File: src/port_mux_cfg.svh
// Bit positions and constants for the Port A/B alternate-function mux.
`ifndef PORT_MUX_CFG_SVH
`define PORT_MUX_CFG_SVH

`define PORT_WIDTH         8
`define PIN_COUNT          16
`define PORT_B_BASE        8
`define PB_SCK_BIT         7
`define PB_MISO_BIT        6
`define PB_MOSI_BIT        5
`define PB_SS_BIT          4
`define PB_CMPA_BIT        3
`define PB_CPOS_BIT        2
`define PB_DIVCLK_BIT      1
`define PB_CNT0_BIT        0
`define SYNC_RESET_VALUE   1'b0

`endif

File: src/port_mux_pkg.sv
// Types shared by the Port A/B alternate-function mux.
package port_mux_pkg;

  typedef enum logic [1:0] {
    SPI_OFF,
    SPI_SLAVE,
    SPI_MASTER
  } spi_role_t;

endpackage : port_mux_pkg

File: src/pad_input_sync.sv
// Three-stage pad synchroniser with agreement filter.
`timescale 1ns/1ps
`default_nettype none
`include "port_mux_cfg.svh"

module pad_input_sync #(
  parameter int WIDTH = 16
) (
  input  wire logic             core_clk,
  input  wire logic             rst_n,
  input  wire logic [WIDTH-1:0] pad_in,
  output logic      [WIDTH-1:0] level_q
);

  logic [WIDTH-1:0] meta_q;
  logic [WIDTH-1:0] stage2_q;
  logic [WIDTH-1:0] stage3_q;

  // -------------------------------------------------------------------
  // Synchroniser chain
  // -------------------------------------------------------------------
  // The first stage feeds only the second; nothing else may look at it.
  always_ff @(posedge core_clk or negedge rst_n) begin
    if (!rst_n) begin
      meta_q   <= {WIDTH{`SYNC_RESET_VALUE}};
      stage2_q <= {WIDTH{`SYNC_RESET_VALUE}};
      stage3_q <= {WIDTH{`SYNC_RESET_VALUE}};
    end else begin
      meta_q   <= pad_in;
      stage2_q <= meta_q;
      stage3_q <= stage2_q;
    end
  end

  // -------------------------------------------------------------------
  // Agreement filter
  // -------------------------------------------------------------------
  always_ff @(posedge core_clk or negedge rst_n) begin
    if (!rst_n) begin
      level_q <= {WIDTH{`SYNC_RESET_VALUE}};
    end else begin
      level_q <= (level_q & (stage2_q ^ stage3_q))
               | (stage3_q & ~(stage2_q ^ stage3_q));
    end
  end

endmodule : pad_input_sync
`default_nettype wire

File: src/pin_override_cell.sv
// Generic override resolution for one port pin.
`timescale 1ns/1ps
`default_nettype none

module pin_override_cell (
  input  wire logic dir_bit,
  input  wire logic out_bit,
  input  wire logic global_pullup_disable,
  input  wire logic sleep_active,
  input  wire logic pullup_override_enable,
  input  wire logic pullup_override_value,
  input  wire logic direction_override_enable,
  input  wire logic direction_override_value,
  input  wire logic value_override_enable,
  input  wire logic value_override_value,
  input  wire logic input_enable_override_enable,
  input  wire logic input_enable_override_value,
  output logic      pullup_en,
  output logic      drive_en,
  output logic      drive_value,
  output logic      input_en
);

  always_comb begin
    if (pullup_override_enable) begin
      pullup_en = pullup_override_value;
    end else begin
      pullup_en = !dir_bit && out_bit && !global_pullup_disable;
    end
    if (direction_override_enable) begin
      drive_en = direction_override_value;
    end else begin
      drive_en = dir_bit;
    end
    if (value_override_enable && drive_en) begin
      drive_value = value_override_value;
    end else begin
      drive_value = out_bit;
    end
    if (input_enable_override_enable) begin
      input_en = input_enable_override_value;
    end else begin
      input_en = !sleep_active;
    end
  end

endmodule : pin_override_cell
`default_nettype wire

File: src/port_a_b_alternate_function_mux.sv
// Alternate-function override mux for general-purpose Ports A and B.
//
// Contract
// - Port A pins feed converter channels 0-7.
// - Port A pins are pin-change sources 0-7.
// - Port A overrides only the digital input enable.
// - SPI slave forces clock pin 7 to input.
// - Forced SPI inputs keep pull-up via output bit.
// - SPI master forces data-in pin 6 to input.
// - SPI slave forces data pin 5 to input.
// - SPI slave forces select pin 4 to input.
// - Slave SPI active only while select is low.
// - Pin 4 carries timer0 compare B when output.
// - Pin 3 carries timer0 compare A when output.
// - Pins 3 and 2 feed comparator inputs directly.
// - Pin 2 feeds external interrupt 2.
// - Pin 1 feeds timer1 external count input.
// - Clock fuse drives divided clock onto pin 1.
// - Divided clock keeps running during reset.
// - Port B pins 7-0 are pin-change sources 15-8.
// - Default pull-up needs direction 0, output 1, enable.
// - Driver follows override value or direction bit.
// - Input enable follows override or sleep state.
// - Value override replaces output bit when driving.
`timescale 1ns/1ps
`default_nettype none
`include "port_mux_cfg.svh"

module port_a_b_alternate_function_mux (
  input  wire logic                   core_clk,
  input  wire logic                   rst_n,
  // Port core register bits and global controls.
  input  wire logic [7:0]             port_a_direction_bit,
  input  wire logic [7:0]             port_a_output_bit,
  input  wire logic [7:0]             port_b_direction_bit,
  input  wire logic [7:0]             port_b_output_bit,
  input  wire logic                   global_pullup_disable,
  input  wire logic                   sleep_active,
  // Pin-change interrupt controls.
  input  wire logic [15:0]            pin_change_source,
  input  wire logic                   pin_change_group0_enable,
  input  wire logic                   pin_change_group1_enable,
  input  wire logic [7:0]             converter_digital_input_disable,
  // SPI controls and outputs.
  input  wire logic                   spi_enable,
  input  wire logic                   spi_master_mode,
  input  wire logic                   spi_clock_out,
  input  wire logic                   spi_slave_data_out,
  input  wire logic                   spi_master_data_out,
  // Timer, interrupt and clock-output controls.
  input  wire logic                   timer0_compare_a_enable,
  input  wire logic                   timer0_compare_a_output,
  input  wire logic                   timer0_compare_b_enable,
  input  wire logic                   timer0_compare_b_output,
  input  wire logic                   external_interrupt2_enable,
  input  wire logic                   clock_output_fuse,
  input  wire logic                   divided_system_clock,
  // Pads.
  input  wire logic [7:0]             port_a_pad_in,
  input  wire logic [7:0]             port_b_pad_in,
  input  wire logic [7:0]             port_a_analog_pad,
  input  wire logic [7:0]             port_b_analog_pad,
  output wire logic [7:0]             port_a_pullup_en,
  output wire logic [7:0]             port_a_drive_en,
  output wire logic [7:0]             port_a_drive_value,
  output wire logic [7:0]             port_b_pullup_en,
  output wire logic [7:0]             port_b_drive_en,
  output wire logic [7:0]             port_b_drive_value,
  // Digital and analog inputs delivered to peripherals.
  output logic      [15:0]            pin_change_level,
  output logic      [7:0]             converter_channel,
  output logic                        comparator_negative_input,
  output logic                        comparator_positive_input,
  output logic                        external_interrupt2_input,
  output logic                        timer1_count_input,
  output logic                        timer0_count_input,
  output logic                        spi_clock_in,
  output logic                        spi_master_data_in,
  output logic                        spi_slave_data_in,
  output logic                        spi_slave_select_n,
  output logic                        spi_slave_selected
);

  import port_mux_pkg::*;

  // -------------------------------------------------------------------
  // Per-pin override vectors, Port A in bits 7:0, Port B in 15:8
  // -------------------------------------------------------------------
  logic [15:0] pullup_override_enable;
  logic [15:0] pullup_override_value;
  logic [15:0] direction_override_enable;
  logic [15:0] direction_override_value;
  logic [15:0] value_override_enable;
  logic [15:0] value_override_value;
  logic [15:0] input_enable_override_enable;
  logic [15:0] input_enable_override_value;
  logic [15:0] all_direction;
  logic [15:0] all_output;
  logic [15:0] all_pullup_en;
  logic [15:0] all_drive_en;
  logic [15:0] all_drive_value;
  logic [15:0] all_input_en;
  logic [15:0] synced_level;
  logic [15:0] digital_in;
  logic [7:0]  port_a_change_armed;
  logic [7:0]  port_b_change_armed;
  spi_role_t   spi_role;

  assign all_direction = {port_b_direction_bit, port_a_direction_bit};
  assign all_output    = {port_b_output_bit, port_a_output_bit};

  // -------------------------------------------------------------------
  // SPI role
  // -------------------------------------------------------------------
  always_comb begin
    if (!spi_enable) begin
      spi_role = SPI_OFF;
    end else if (spi_master_mode) begin
      spi_role = SPI_MASTER;
    end else begin
      spi_role = SPI_SLAVE;
    end
  end

  // -------------------------------------------------------------------
  // Port A overrides
  // -------------------------------------------------------------------
  assign port_a_change_armed = pin_change_source[7:0]
                             & {8{pin_change_group0_enable}};

  // -------------------------------------------------------------------
  // Port B overrides
  // -------------------------------------------------------------------
  assign port_b_change_armed = pin_change_source[15:8]
                             & {8{pin_change_group1_enable}};

  always_comb begin
    pullup_override_enable    = 16'h0000;
    pullup_override_value     = 16'h0000;
    direction_override_enable = 16'h0000;
    direction_override_value  = 16'h0000;
    value_override_enable     = 16'h0000;
    value_override_value      = 16'h0000;
    input_enable_override_enable[7:0]  = port_a_change_armed
                                       | converter_digital_input_disable;
    input_enable_override_value[7:0]   = port_a_change_armed;
    input_enable_override_enable[15:8] = port_b_change_armed;
    input_enable_override_enable[10]   = port_b_change_armed[2]
                                       | external_interrupt2_enable;
    input_enable_override_value[15:8]  = 8'hFF;
    if (spi_role == SPI_SLAVE) begin
      direction_override_enable[15] = 1'b1;
      pullup_override_enable[15]    = 1'b1;
      pullup_override_value[15]     = port_b_output_bit[`PB_SCK_BIT]
                                    & !global_pullup_disable;
    end
    if (spi_role == SPI_MASTER) begin
      value_override_enable[15] = 1'b1;
      value_override_value[15]  = spi_clock_out;
    end
    if (spi_role == SPI_MASTER) begin
      direction_override_enable[14] = 1'b1;
      pullup_override_enable[14]    = 1'b1;
      pullup_override_value[14]     = port_b_output_bit[`PB_MISO_BIT]
                                    & !global_pullup_disable;
    end
    if (spi_role == SPI_SLAVE) begin
      value_override_enable[14] = 1'b1;
      value_override_value[14]  = spi_slave_data_out;
    end
    if (spi_role == SPI_SLAVE) begin
      direction_override_enable[13] = 1'b1;
      pullup_override_enable[13]    = 1'b1;
      pullup_override_value[13]     = port_b_output_bit[`PB_MOSI_BIT]
                                    & !global_pullup_disable;
    end
    if (spi_role == SPI_MASTER) begin
      value_override_enable[13] = 1'b1;
      value_override_value[13]  = spi_master_data_out;
    end
    if (spi_role == SPI_SLAVE) begin
      direction_override_enable[12] = 1'b1;
      pullup_override_enable[12]    = 1'b1;
      pullup_override_value[12]     = port_b_output_bit[`PB_SS_BIT]
                                    & !global_pullup_disable;
    end
    value_override_enable[12] = timer0_compare_b_enable;
    value_override_value[12]  = timer0_compare_b_output;
    value_override_enable[11] = timer0_compare_a_enable;
    value_override_value[11]  = timer0_compare_a_output;
    if (clock_output_fuse) begin
      direction_override_enable[9] = 1'b1;
      direction_override_value[9]  = 1'b1;
      value_override_enable[9]     = 1'b1;
      value_override_value[9]      = divided_system_clock;
    end
  end

  // -------------------------------------------------------------------
  // Per-pin resolution
  // -------------------------------------------------------------------
  // Purely combinational so an override lands in the same cycle; the
  // divided clock therefore also passes straight through during reset.
  genvar p;
  for (p = 0; p < `PIN_COUNT; p++) begin : g_pin
    pin_override_cell u_cell (
      .dir_bit                      (all_direction[p]),
      .out_bit                      (all_output[p]),
      .global_pullup_disable        (global_pullup_disable),
      .sleep_active                 (sleep_active),
      .pullup_override_enable       (pullup_override_enable[p]),
      .pullup_override_value        (pullup_override_value[p]),
      .direction_override_enable    (direction_override_enable[p]),
      .direction_override_value     (direction_override_value[p]),
      .value_override_enable        (value_override_enable[p]),
      .value_override_value         (value_override_value[p]),
      .input_enable_override_enable (input_enable_override_enable[p]),
      .input_enable_override_value  (input_enable_override_value[p]),
      .pullup_en                    (all_pullup_en[p]),
      .drive_en                     (all_drive_en[p]),
      .drive_value                  (all_drive_value[p]),
      .input_en                     (all_input_en[p])
    );
  end

  assign port_a_pullup_en   = all_pullup_en[7:0];
  assign port_a_drive_en    = all_drive_en[7:0];
  assign port_a_drive_value = all_drive_value[7:0];
  assign port_b_pullup_en   = all_pullup_en[15:8];
  assign port_b_drive_en    = all_drive_en[15:8];
  assign port_b_drive_value = all_drive_value[15:8];

  // -------------------------------------------------------------------
  // Digital input path
  // -------------------------------------------------------------------
  pad_input_sync #(
    .WIDTH (`PIN_COUNT)
  ) u_sync (
    .core_clk (core_clk),
    .rst_n    (rst_n),
    .pad_in   ({port_b_pad_in, port_a_pad_in}),
    .level_q  (synced_level)
  );

  assign digital_in = synced_level & all_input_en;

  always_comb begin
    pin_change_level           = digital_in;
    external_interrupt2_input  = digital_in[`PORT_B_BASE + `PB_CPOS_BIT];
    timer1_count_input         = digital_in[`PORT_B_BASE + `PB_DIVCLK_BIT];
    timer0_count_input         = digital_in[`PORT_B_BASE + `PB_CNT0_BIT];
    spi_clock_in               = digital_in[`PORT_B_BASE + `PB_SCK_BIT];
    spi_master_data_in         = digital_in[`PORT_B_BASE + `PB_MISO_BIT];
    spi_slave_data_in          = digital_in[`PORT_B_BASE + `PB_MOSI_BIT];
    spi_slave_select_n         = digital_in[`PORT_B_BASE + `PB_SS_BIT];
    spi_slave_selected         = (spi_role == SPI_SLAVE)
                               && !spi_slave_select_n;
  end

  // -------------------------------------------------------------------
  // Analog paths
  // -------------------------------------------------------------------
  always_comb begin
    converter_channel         = port_a_analog_pad;
    comparator_negative_input = port_b_analog_pad[`PB_CMPA_BIT];
    comparator_positive_input = port_b_analog_pad[`PB_CPOS_BIT];
  end

endmodule : port_a_b_alternate_function_mux
`default_nettype wire

File: config.mk
export PLATFORM = sky130hd
export DESIGN_NAME = port_a_b_alternate_function_mux
export DESIGN_NICKNAME = d
export VERILOG_FILES = /design/src/port_mux_pkg.sv /design/src/pad_input_sync.sv /design/src/pin_override_cell.sv /design/src/port_a_b_alternate_function_mux.sv
export VERILOG_INCLUDE_DIRS = /design/src
export SDC_FILE = /design/constraint.sdc
export NUM_CORES = 1
export LEC_CHECK = 0
export BUFFER_PORTS_ARGS = -buffer_cell sky130_fd_sc_hd__buf_2
export CORE_ASPECT_RATIO = 0.5
export CORE_MARGIN = 3
export CORE_UTILIZATION = 35
export CTS_BUF_LIST = sky130_fd_sc_hd__clkbuf_8
export CTS_CLUSTER_DIAMETER = 40
export DETAILED_ROUTE_END_ITERATION = 16
export MAX_ROUTING_LAYER = met4
export PLACE_DENSITY = 0.69
export SLEW_MARGIN = 20
export SYNTH_ARGS = -nofsm -noshare
export SYNTH_HDL_FRONTEND = slang
export SYNTH_SLANG_ARGS = --single-unit
File: constraint.sdc
create_clock -name core_clk -period 1.36 [get_ports core_clk]
set_clock_uncertainty 0.2 [all_clocks]
set_input_delay 0.068 -clock core_clk [delete_from_list [all_inputs] [get_ports core_clk]]
set_output_delay 0.068 -clock core_clk [all_outputs]
set_load 0.02 [all_outputs]
==> out/qor.csv, run 1 <==
metric,value,unit
synth_area,2770,sq um
setup_viol,1,
yosys_warnings,0,
max-vdd-ir-drop,0.6751,mV
total_switching_power,0.001083,W
period_share,100.9,%
grt_pass1_vias,1572,
clkSlewWorstSetupHoldPaths,60,ps
wl,5289,um
drt_iter0_drc,63,
busiest_layer,met2,
powerDensity,1119,nW/um^2
io_buffers,161,
maxSlewViolCount,0,
clkPwrFrac,31.1,%
hold_class,in -> async,
drive_gt1_share,53.59,%
synth-compound-area-share,3.749,%
start_util,36.86,%
fill_cells,693,
core,7515,sq um
dieArea,9083,sq um
power.share.sequential,50.1,%
wl_per_cell,11.25,um
numCtsBuffers,9,
synth_cells,227,
insertion_delay,320,ps
critPathLaunchType,flop,
synthXorXnorAreaFrac,0,%
synth_simple_gate_area_share,11.25,%
ys_ff_latch,64,
synth_top_family_by_area,buffers and inverters,
dpl.hpwl,4054,um
dp_slack,141.8,ps
clock_tree.root_cell,clkbuf_8,
drv_cap,0,
stdcell_area,3711,sq um
cp_data_arrival_time,1100,ps
antenna_left,0,
gp_congestion,0.7488,
ys_types,25,
hold_slack,81.38,ps
worst_slew_pin_slew,322.0,ps
fp.dieH,68.91,um
p_sw_share,26.08,%
grt_overflow,0,
power_frac_comb,18.9,%
grt.met2_usage,18.91,%
cts_buffer_depth,2,
tns,-12.41,ps
layoutNonFillerInstCount,470,
grt_antenna_before_repair,0,
htreeDepth,3,
synth_area_per_cell,12.20,sq um
outcome,"finished, violations left",
placed_cell_area,3221,sq um
synth.yosys.seq_area_share,57.81,%
drc,0,
grt_util_met3,3.478,%
cts_tree,built,
met1_usage,12.19,%
synth_fa_ha_area_share,5.781,%
crit_fanout,3,
cts_sinks,64,
syn2layout_area_growth,33.97,%
ios,188,
worstSetupPathType,reg -> out,
slew_headroom,78.53,%
placed_cells,427,
grt_max_degree,65,
drt-pass1-iter-count,4,
cp.required,1090,ps
rsz0062_at_grt,true,
leakage,1.871,nW
die_w,131.8,um
internal-power,0.003071,W
hold_violations,0,
num-nets-final,465,
finalWorstSetupSlack,-12.41,ps
vias,1884,
grt_pass1_wl,7507,um
rows,22,
synthesis.nets,333,
min_period,1372,ps
vias_per_cell,4.009,
endpoint_kind,primary output,
antennaDiodeCount,0,
violations,setup timing,
track_usage,10.91,%
synth_mux_area_share,2.575,%
max_freq,728.6,MHz
[what timing repair did]
| item | in CTS | in global routing |
|---|---|---|
| resized for setup | 6 | 9 |
| hold endpoints to repair | 90 | 0 |
| hold buffers | 27 | 0 |
| endpoints found under the setup margin | 9 | 16 |
| gates cloned | 0 | 0 |
| pin swaps | 1 | 1 |
| buffers inserted | 1 | 1 |
[cells in the mapped netlist, drive strengths merged]
cell | instances | area [sq um]
mux2 | 6 | 71.31
buf | 67 | 498.0
o21ai | 8 | 40.04
and2 | 11 | 75.08
nor3b | 16 | 125.1
maj3 | 16 | 160.2
nor2 | 2 | 7.510
a21oi | 1 | 5.000
a21boi | 7 | 52.55
or2 | 1 | 6.260
nand3 | 3 | 20.02
nand2b | 1 | 13.76
inv | 3 | 11.26
a31oi | 1 | 6.260
clkbuf | 3 | 12.51
nand2 | 17 | 63.81
dfrtp | 64 | 1602
[cells in the final DEF (no fill, tap or decap), types with 3 or more instances in the layout]
master         Yosys  final
mux2_2             5      5
clkinv_2           0      3
buf_4             65     13
clkbuf_8           0     10
buf_2              2    150
maj3_1            16     16
a21boi_1           1      5
dfrtp_1           64     64
nand2_1           17     17
and2_1             8      8
o21ai_0            8      8
dlygate4sd3_1      0     27
nor3b_1           15     15
[area by class of cell]
class,instances,area [sq um],area share [%]
clock inverter,4,22.52,0.6069
multi-input combinational,90,664.4,17.90
timing repair buffer,191,1139,30.68
tap,108,135.1,3.641
clock buffer,10,137.6,3.709
inverter,3,11.26,0.3034
sequential,64,1602,43.16
[per-layer routing]
layer / vias to the layer above / share of wire (%)
met5: - / 0
met4: 0 / 0.79
met3: 4 / 5.5
met2: 72 / 55
met1: 867 / 39
li1: 941 / -
[critical path: stages (launching register included)]
cell and delay [ps]:
dfrtp_1 380, a21boi_4 150, nor2_1 110, buf_4 140
[power groups by stage]
| stage | registers, W | clock network, W | logic (W) |
|---|---|---|---|
| global route | 0.00209 | 0.00145 | 0.000858 |
| CTS | 0.00208 | 0.00136 | 0.000773 |
| floorplan | 0.00209 | 0 | 0.000526 |
| global placement | 0.00211 | 0 | 0.000669 |
| detailed placement | 0.00212 | 0 | 0.000676 |
| finish | 0.00208 | 0.00129 | 0.000783 |
[stage by stage]
stage | utilization (%) | power (W)
after global routing | 49.38 | 0.004405
after global placement | 42.86 | 0.002781
after CTS | 48.90 | 0.004215
after floorplan | - | 0.002621
final | 49.38 | 0.004154
after detailed placement | 42.86 | 0.002793
[final timing paths]
check                            startpoint            endpoint  slack (ps)  depth (start not counted)
max                                    flop  spi_slave_selected         -10                          3
min                                   rst_n           async pin          80                          3
max reg2reg                            flop                flop         190                          2
min reg2reg                u_sync.meta_q[0]  u_sync.stage2_q[0]         140                          0
max in group asynchronous             rst_n           async pin         610                          3
min in group core_clk      u_sync.meta_q[0]  u_sync.stage2_q[0]         140                          0
[kinds of logic (layout without fill, tap and decap cells)]
kind of cell               count (synthesis)  after routing
DFF                                       64             64
and+or+nand+nor                           51             51
muxes                                      6              6
buffers and inverters                     73            208
AOI/OAI and AO/OA                         17             17
adders and majority gates                 16             16
No activity file was read; power rests on OpenSTA's default activity.
==> run 2, diff against run 1 <==
==> constraint.sdc (replaced) <==
create_clock -name core_clk -period 1.36 [get_ports core_clk]
set_clock_uncertainty 0.2 [all_clocks]
set_input_delay 0.204 -clock core_clk [delete_from_list [all_inputs] [get_ports core_clk]]
set_output_delay 0.204 -clock core_clk [all_outputs]
set_load 0.02 [all_outputs]
==> run 2 against run 1 <==
  * Global-route usage is 1.2 points higher
  * Hold slack better by 62 ps
  * Final cell count is 2.1% higher
  * Critical endpoint unchanged
  * Worst setup slack worse by 120 ps
  * First-iteration DRC count is 25% lower
  * Highest routed layer unchanged
  * Critical path depth stayed put
  * Clock power is 34% higher
  * The run still ends with setup timing left
  * Die area stayed put
  * Via count is 3.2% higher
  * Largest power group unchanged
  * Clock-buffer cell count stayed put
==> out/qor.csv, run 2 (synthesis results as in run 1) <==
metric,value,unit,change
drc,0,,unchanged
vias,1945,,was 1884
layoutNonFillerInstCount,480,,was 470
grt_pass1_wl,8376,um,was 7507 um
final_common_cell,buf_2,,unchanged
max_freq,670.7,MHz,was 728.6 MHz
die_w,131.8,um,unchanged
drt_iter0_drc,47,,was 63
cts_tree,built,,unchanged
internal-power,0.003601,W,was 0.003071 W
max-vdd-ir-drop,0.7733,mV,was 0.6751 mV
hold_class,reg -> reg,,was in -> async
core,7515,sq um,unchanged
placed_cell_area,3276,sq um,was 3221 sq um
wl_per_cell,11.83,um,was 11.25 um
rows,22,,unchanged
grt_pass1_vias,1856,,was 1572
grt_overflow,0,,unchanged
clock_tree.root_cell,clkbuf_8,,unchanged
period_share,109.6,%,was 100.9%
r2r_cells,3,,was 2
power.share.sequential,43.6,%,was 50.1%
htreeDepth,3,,unchanged
outcome,"finished, violations left",,unchanged
dpl.hpwl,4014,um,was 4054 um
antennaDiodeCount,0,,unchanged
wl,5676,um,was 5289 um
antenna_left,0,,unchanged
track_usage,12.13,%,was 10.91%
cts_sinks,64,,unchanged
total_switching_power,0.001157,W,was 0.001083 W
drt-pass1-iter-count,4,,unchanged
finalWorstSetupSlack,-130.9,ps,was -12.41 ps
cp.required,960,ps,was 1090 ps
fill_cells,612,,was 693
setup_viol,26,,was 1
num-nets-final,473,,was 465
syn2layout_area_growth,47.29,%,was 33.97%
placed_cells,431,,was 427
clkSlewWorstSetupHoldPaths,70,ps,was 60 ps
start_util,36.86,%,unchanged
power_frac_comb,20.0,%,was 18.9%
stdcell_area,4080,sq um,was 3711 sq um
io_buffers,161,,unchanged
worst_slew_pin_slew,349.1,ps,was 322.0 ps
hold_end,u_sync.stage2_q[15],,
p_sw_share,24.31,%,was 26.08%
grt_antenna_before_repair,0,,unchanged
numCtsBuffers,9,,unchanged
drive_gt1_share,63.17,%,was 53.59%
drv_cap,0,,unchanged
grt_max_degree,65,,unchanged
fp.dieH,68.91,um,unchanged
hold_violations,0,,unchanged
insertion_delay,330,ps,was 320 ps
cp_data_arrival_time,1090,ps,was 1100 ps
leakage,2.040,nW,was 1.871 nW
cts_buffer_depth,2,,unchanged
endpoint_kind,primary output,,unchanged
powerDensity,1166,nW/um^2,was 1119 nW/um^2
violations,setup timing,,unchanged
r2r_slack,70,ps,was 190 ps
whs_path_depth,0,,
slew_headroom,76.73,%,was 78.53%
worstSetupPathType,reg -> out,,unchanged
vias_per_cell,4.052,,was 4.009
final_cell_mix,"buf_2, dfrtp_1, buf_4",,"was buf_2, dfrtp_1, dlygate4sd3_1"
dieArea,9083,sq um,unchanged
gp_congestion,0.7677,,was 0.7488
min_period,1491,ps,was 1372 ps
hp-start,u_sync.meta_q[15],,
crit_fanout,3,,unchanged
maxSlewViolCount,0,,unchanged
clkPwrFrac,36.3,%,was 31.1%
tns,-1344,ps,was -12.41 ps
power.total,0.004757,W,was 0.004154 W
ios,188,,unchanged
rsz0062_at_grt,true,,unchanged
critPathLaunchType,flop,,unchanged
-- run 2: cell type report --
cell class	count	area, sq um	share of cell area [%]
repair buffers	199	1319	32.32
flip-flops and latches	64	1602	39.25
inverters	3	11.26	0.2760
well taps	108	135.1	3.312
clock buffers	10	137.6	3.373
clock inverters	6	83.83	2.055
multi-input cells	90	792.0	19.41
-- run 2: timing repair --
item	4_1_cts	5_1_grt
pin swaps	4	5
setup buffers	14	2
hold endpoints to repair	80	0
hold buffers	17	0
gates resized for setup	58	28
endpoints found under the setup margin	31	32
-- run 2: power groups by stage --
| stage | sequential (W) | clock [W] | combinational (W) |
|---|---|---|---|
| after floorplan | 0.00209 | 0 | 0.000536 |
| after global routing | 0.00209 | 0.00186 | 0.00103 |
| after global placement | 0.00211 | 0 | 0.000687 |
| final | 0.00208 | 0.00173 | 0.000953 |
| after detailed placement | 0.00212 | 0 | 0.000695 |
| after CTS | 0.00208 | 0.00178 | 0.000893 |
-- run 2: worst max path at each step --
stage	start	end	slack, ps	cells past startpoint
2_1_floorplan	pin_change_group1_enable	pin_change_level[13]	-70	4
3_3_place_gp	spi_master_mode	port_b_drive_value[6]	-110	5
5_1_grt	flop	spi_slave_selected	-210	3
4_1_cts	flop	spi_slave_selected	-160	3
6_report	flop	spi_slave_selected	-130	3
3_5_place_dp	spi_master_mode	port_b_drive_value[6]	-130	5
-- run 2: per-layer routing --
metal | global-route usage [%] | vias to the layer above | share of wire, %
met5 | - | - | 0
met2 | 23.08 | 71 | 57
li1 | - | 957 | -
met4 | 3.796 | 0 | 1.2
met3 | 5.145 | 7 | 6.1
met1 | 11.64 | 910 | 36
-- run 2: worst max-delay path, stage by stage, from the launching register on --
cell      delay (ps)
dfrtp_1          380
a21boi_4         150
nor2_1            90
buf_4            140
-- run 2: stage by stage --
step / utilization [%] / worst slack, ps / hold WS, ps
floorplan: - / -67.45 / -291.6
global placement: 43.59 / -110.0 / 39.73
detailed placement: 43.59 / -129.3 / 37.95
CTS: 52.61 / -156.3 / 146.1
global route: 54.30 / -213.4 / 147.4
finish: 54.30 / -130.9 / 143.7
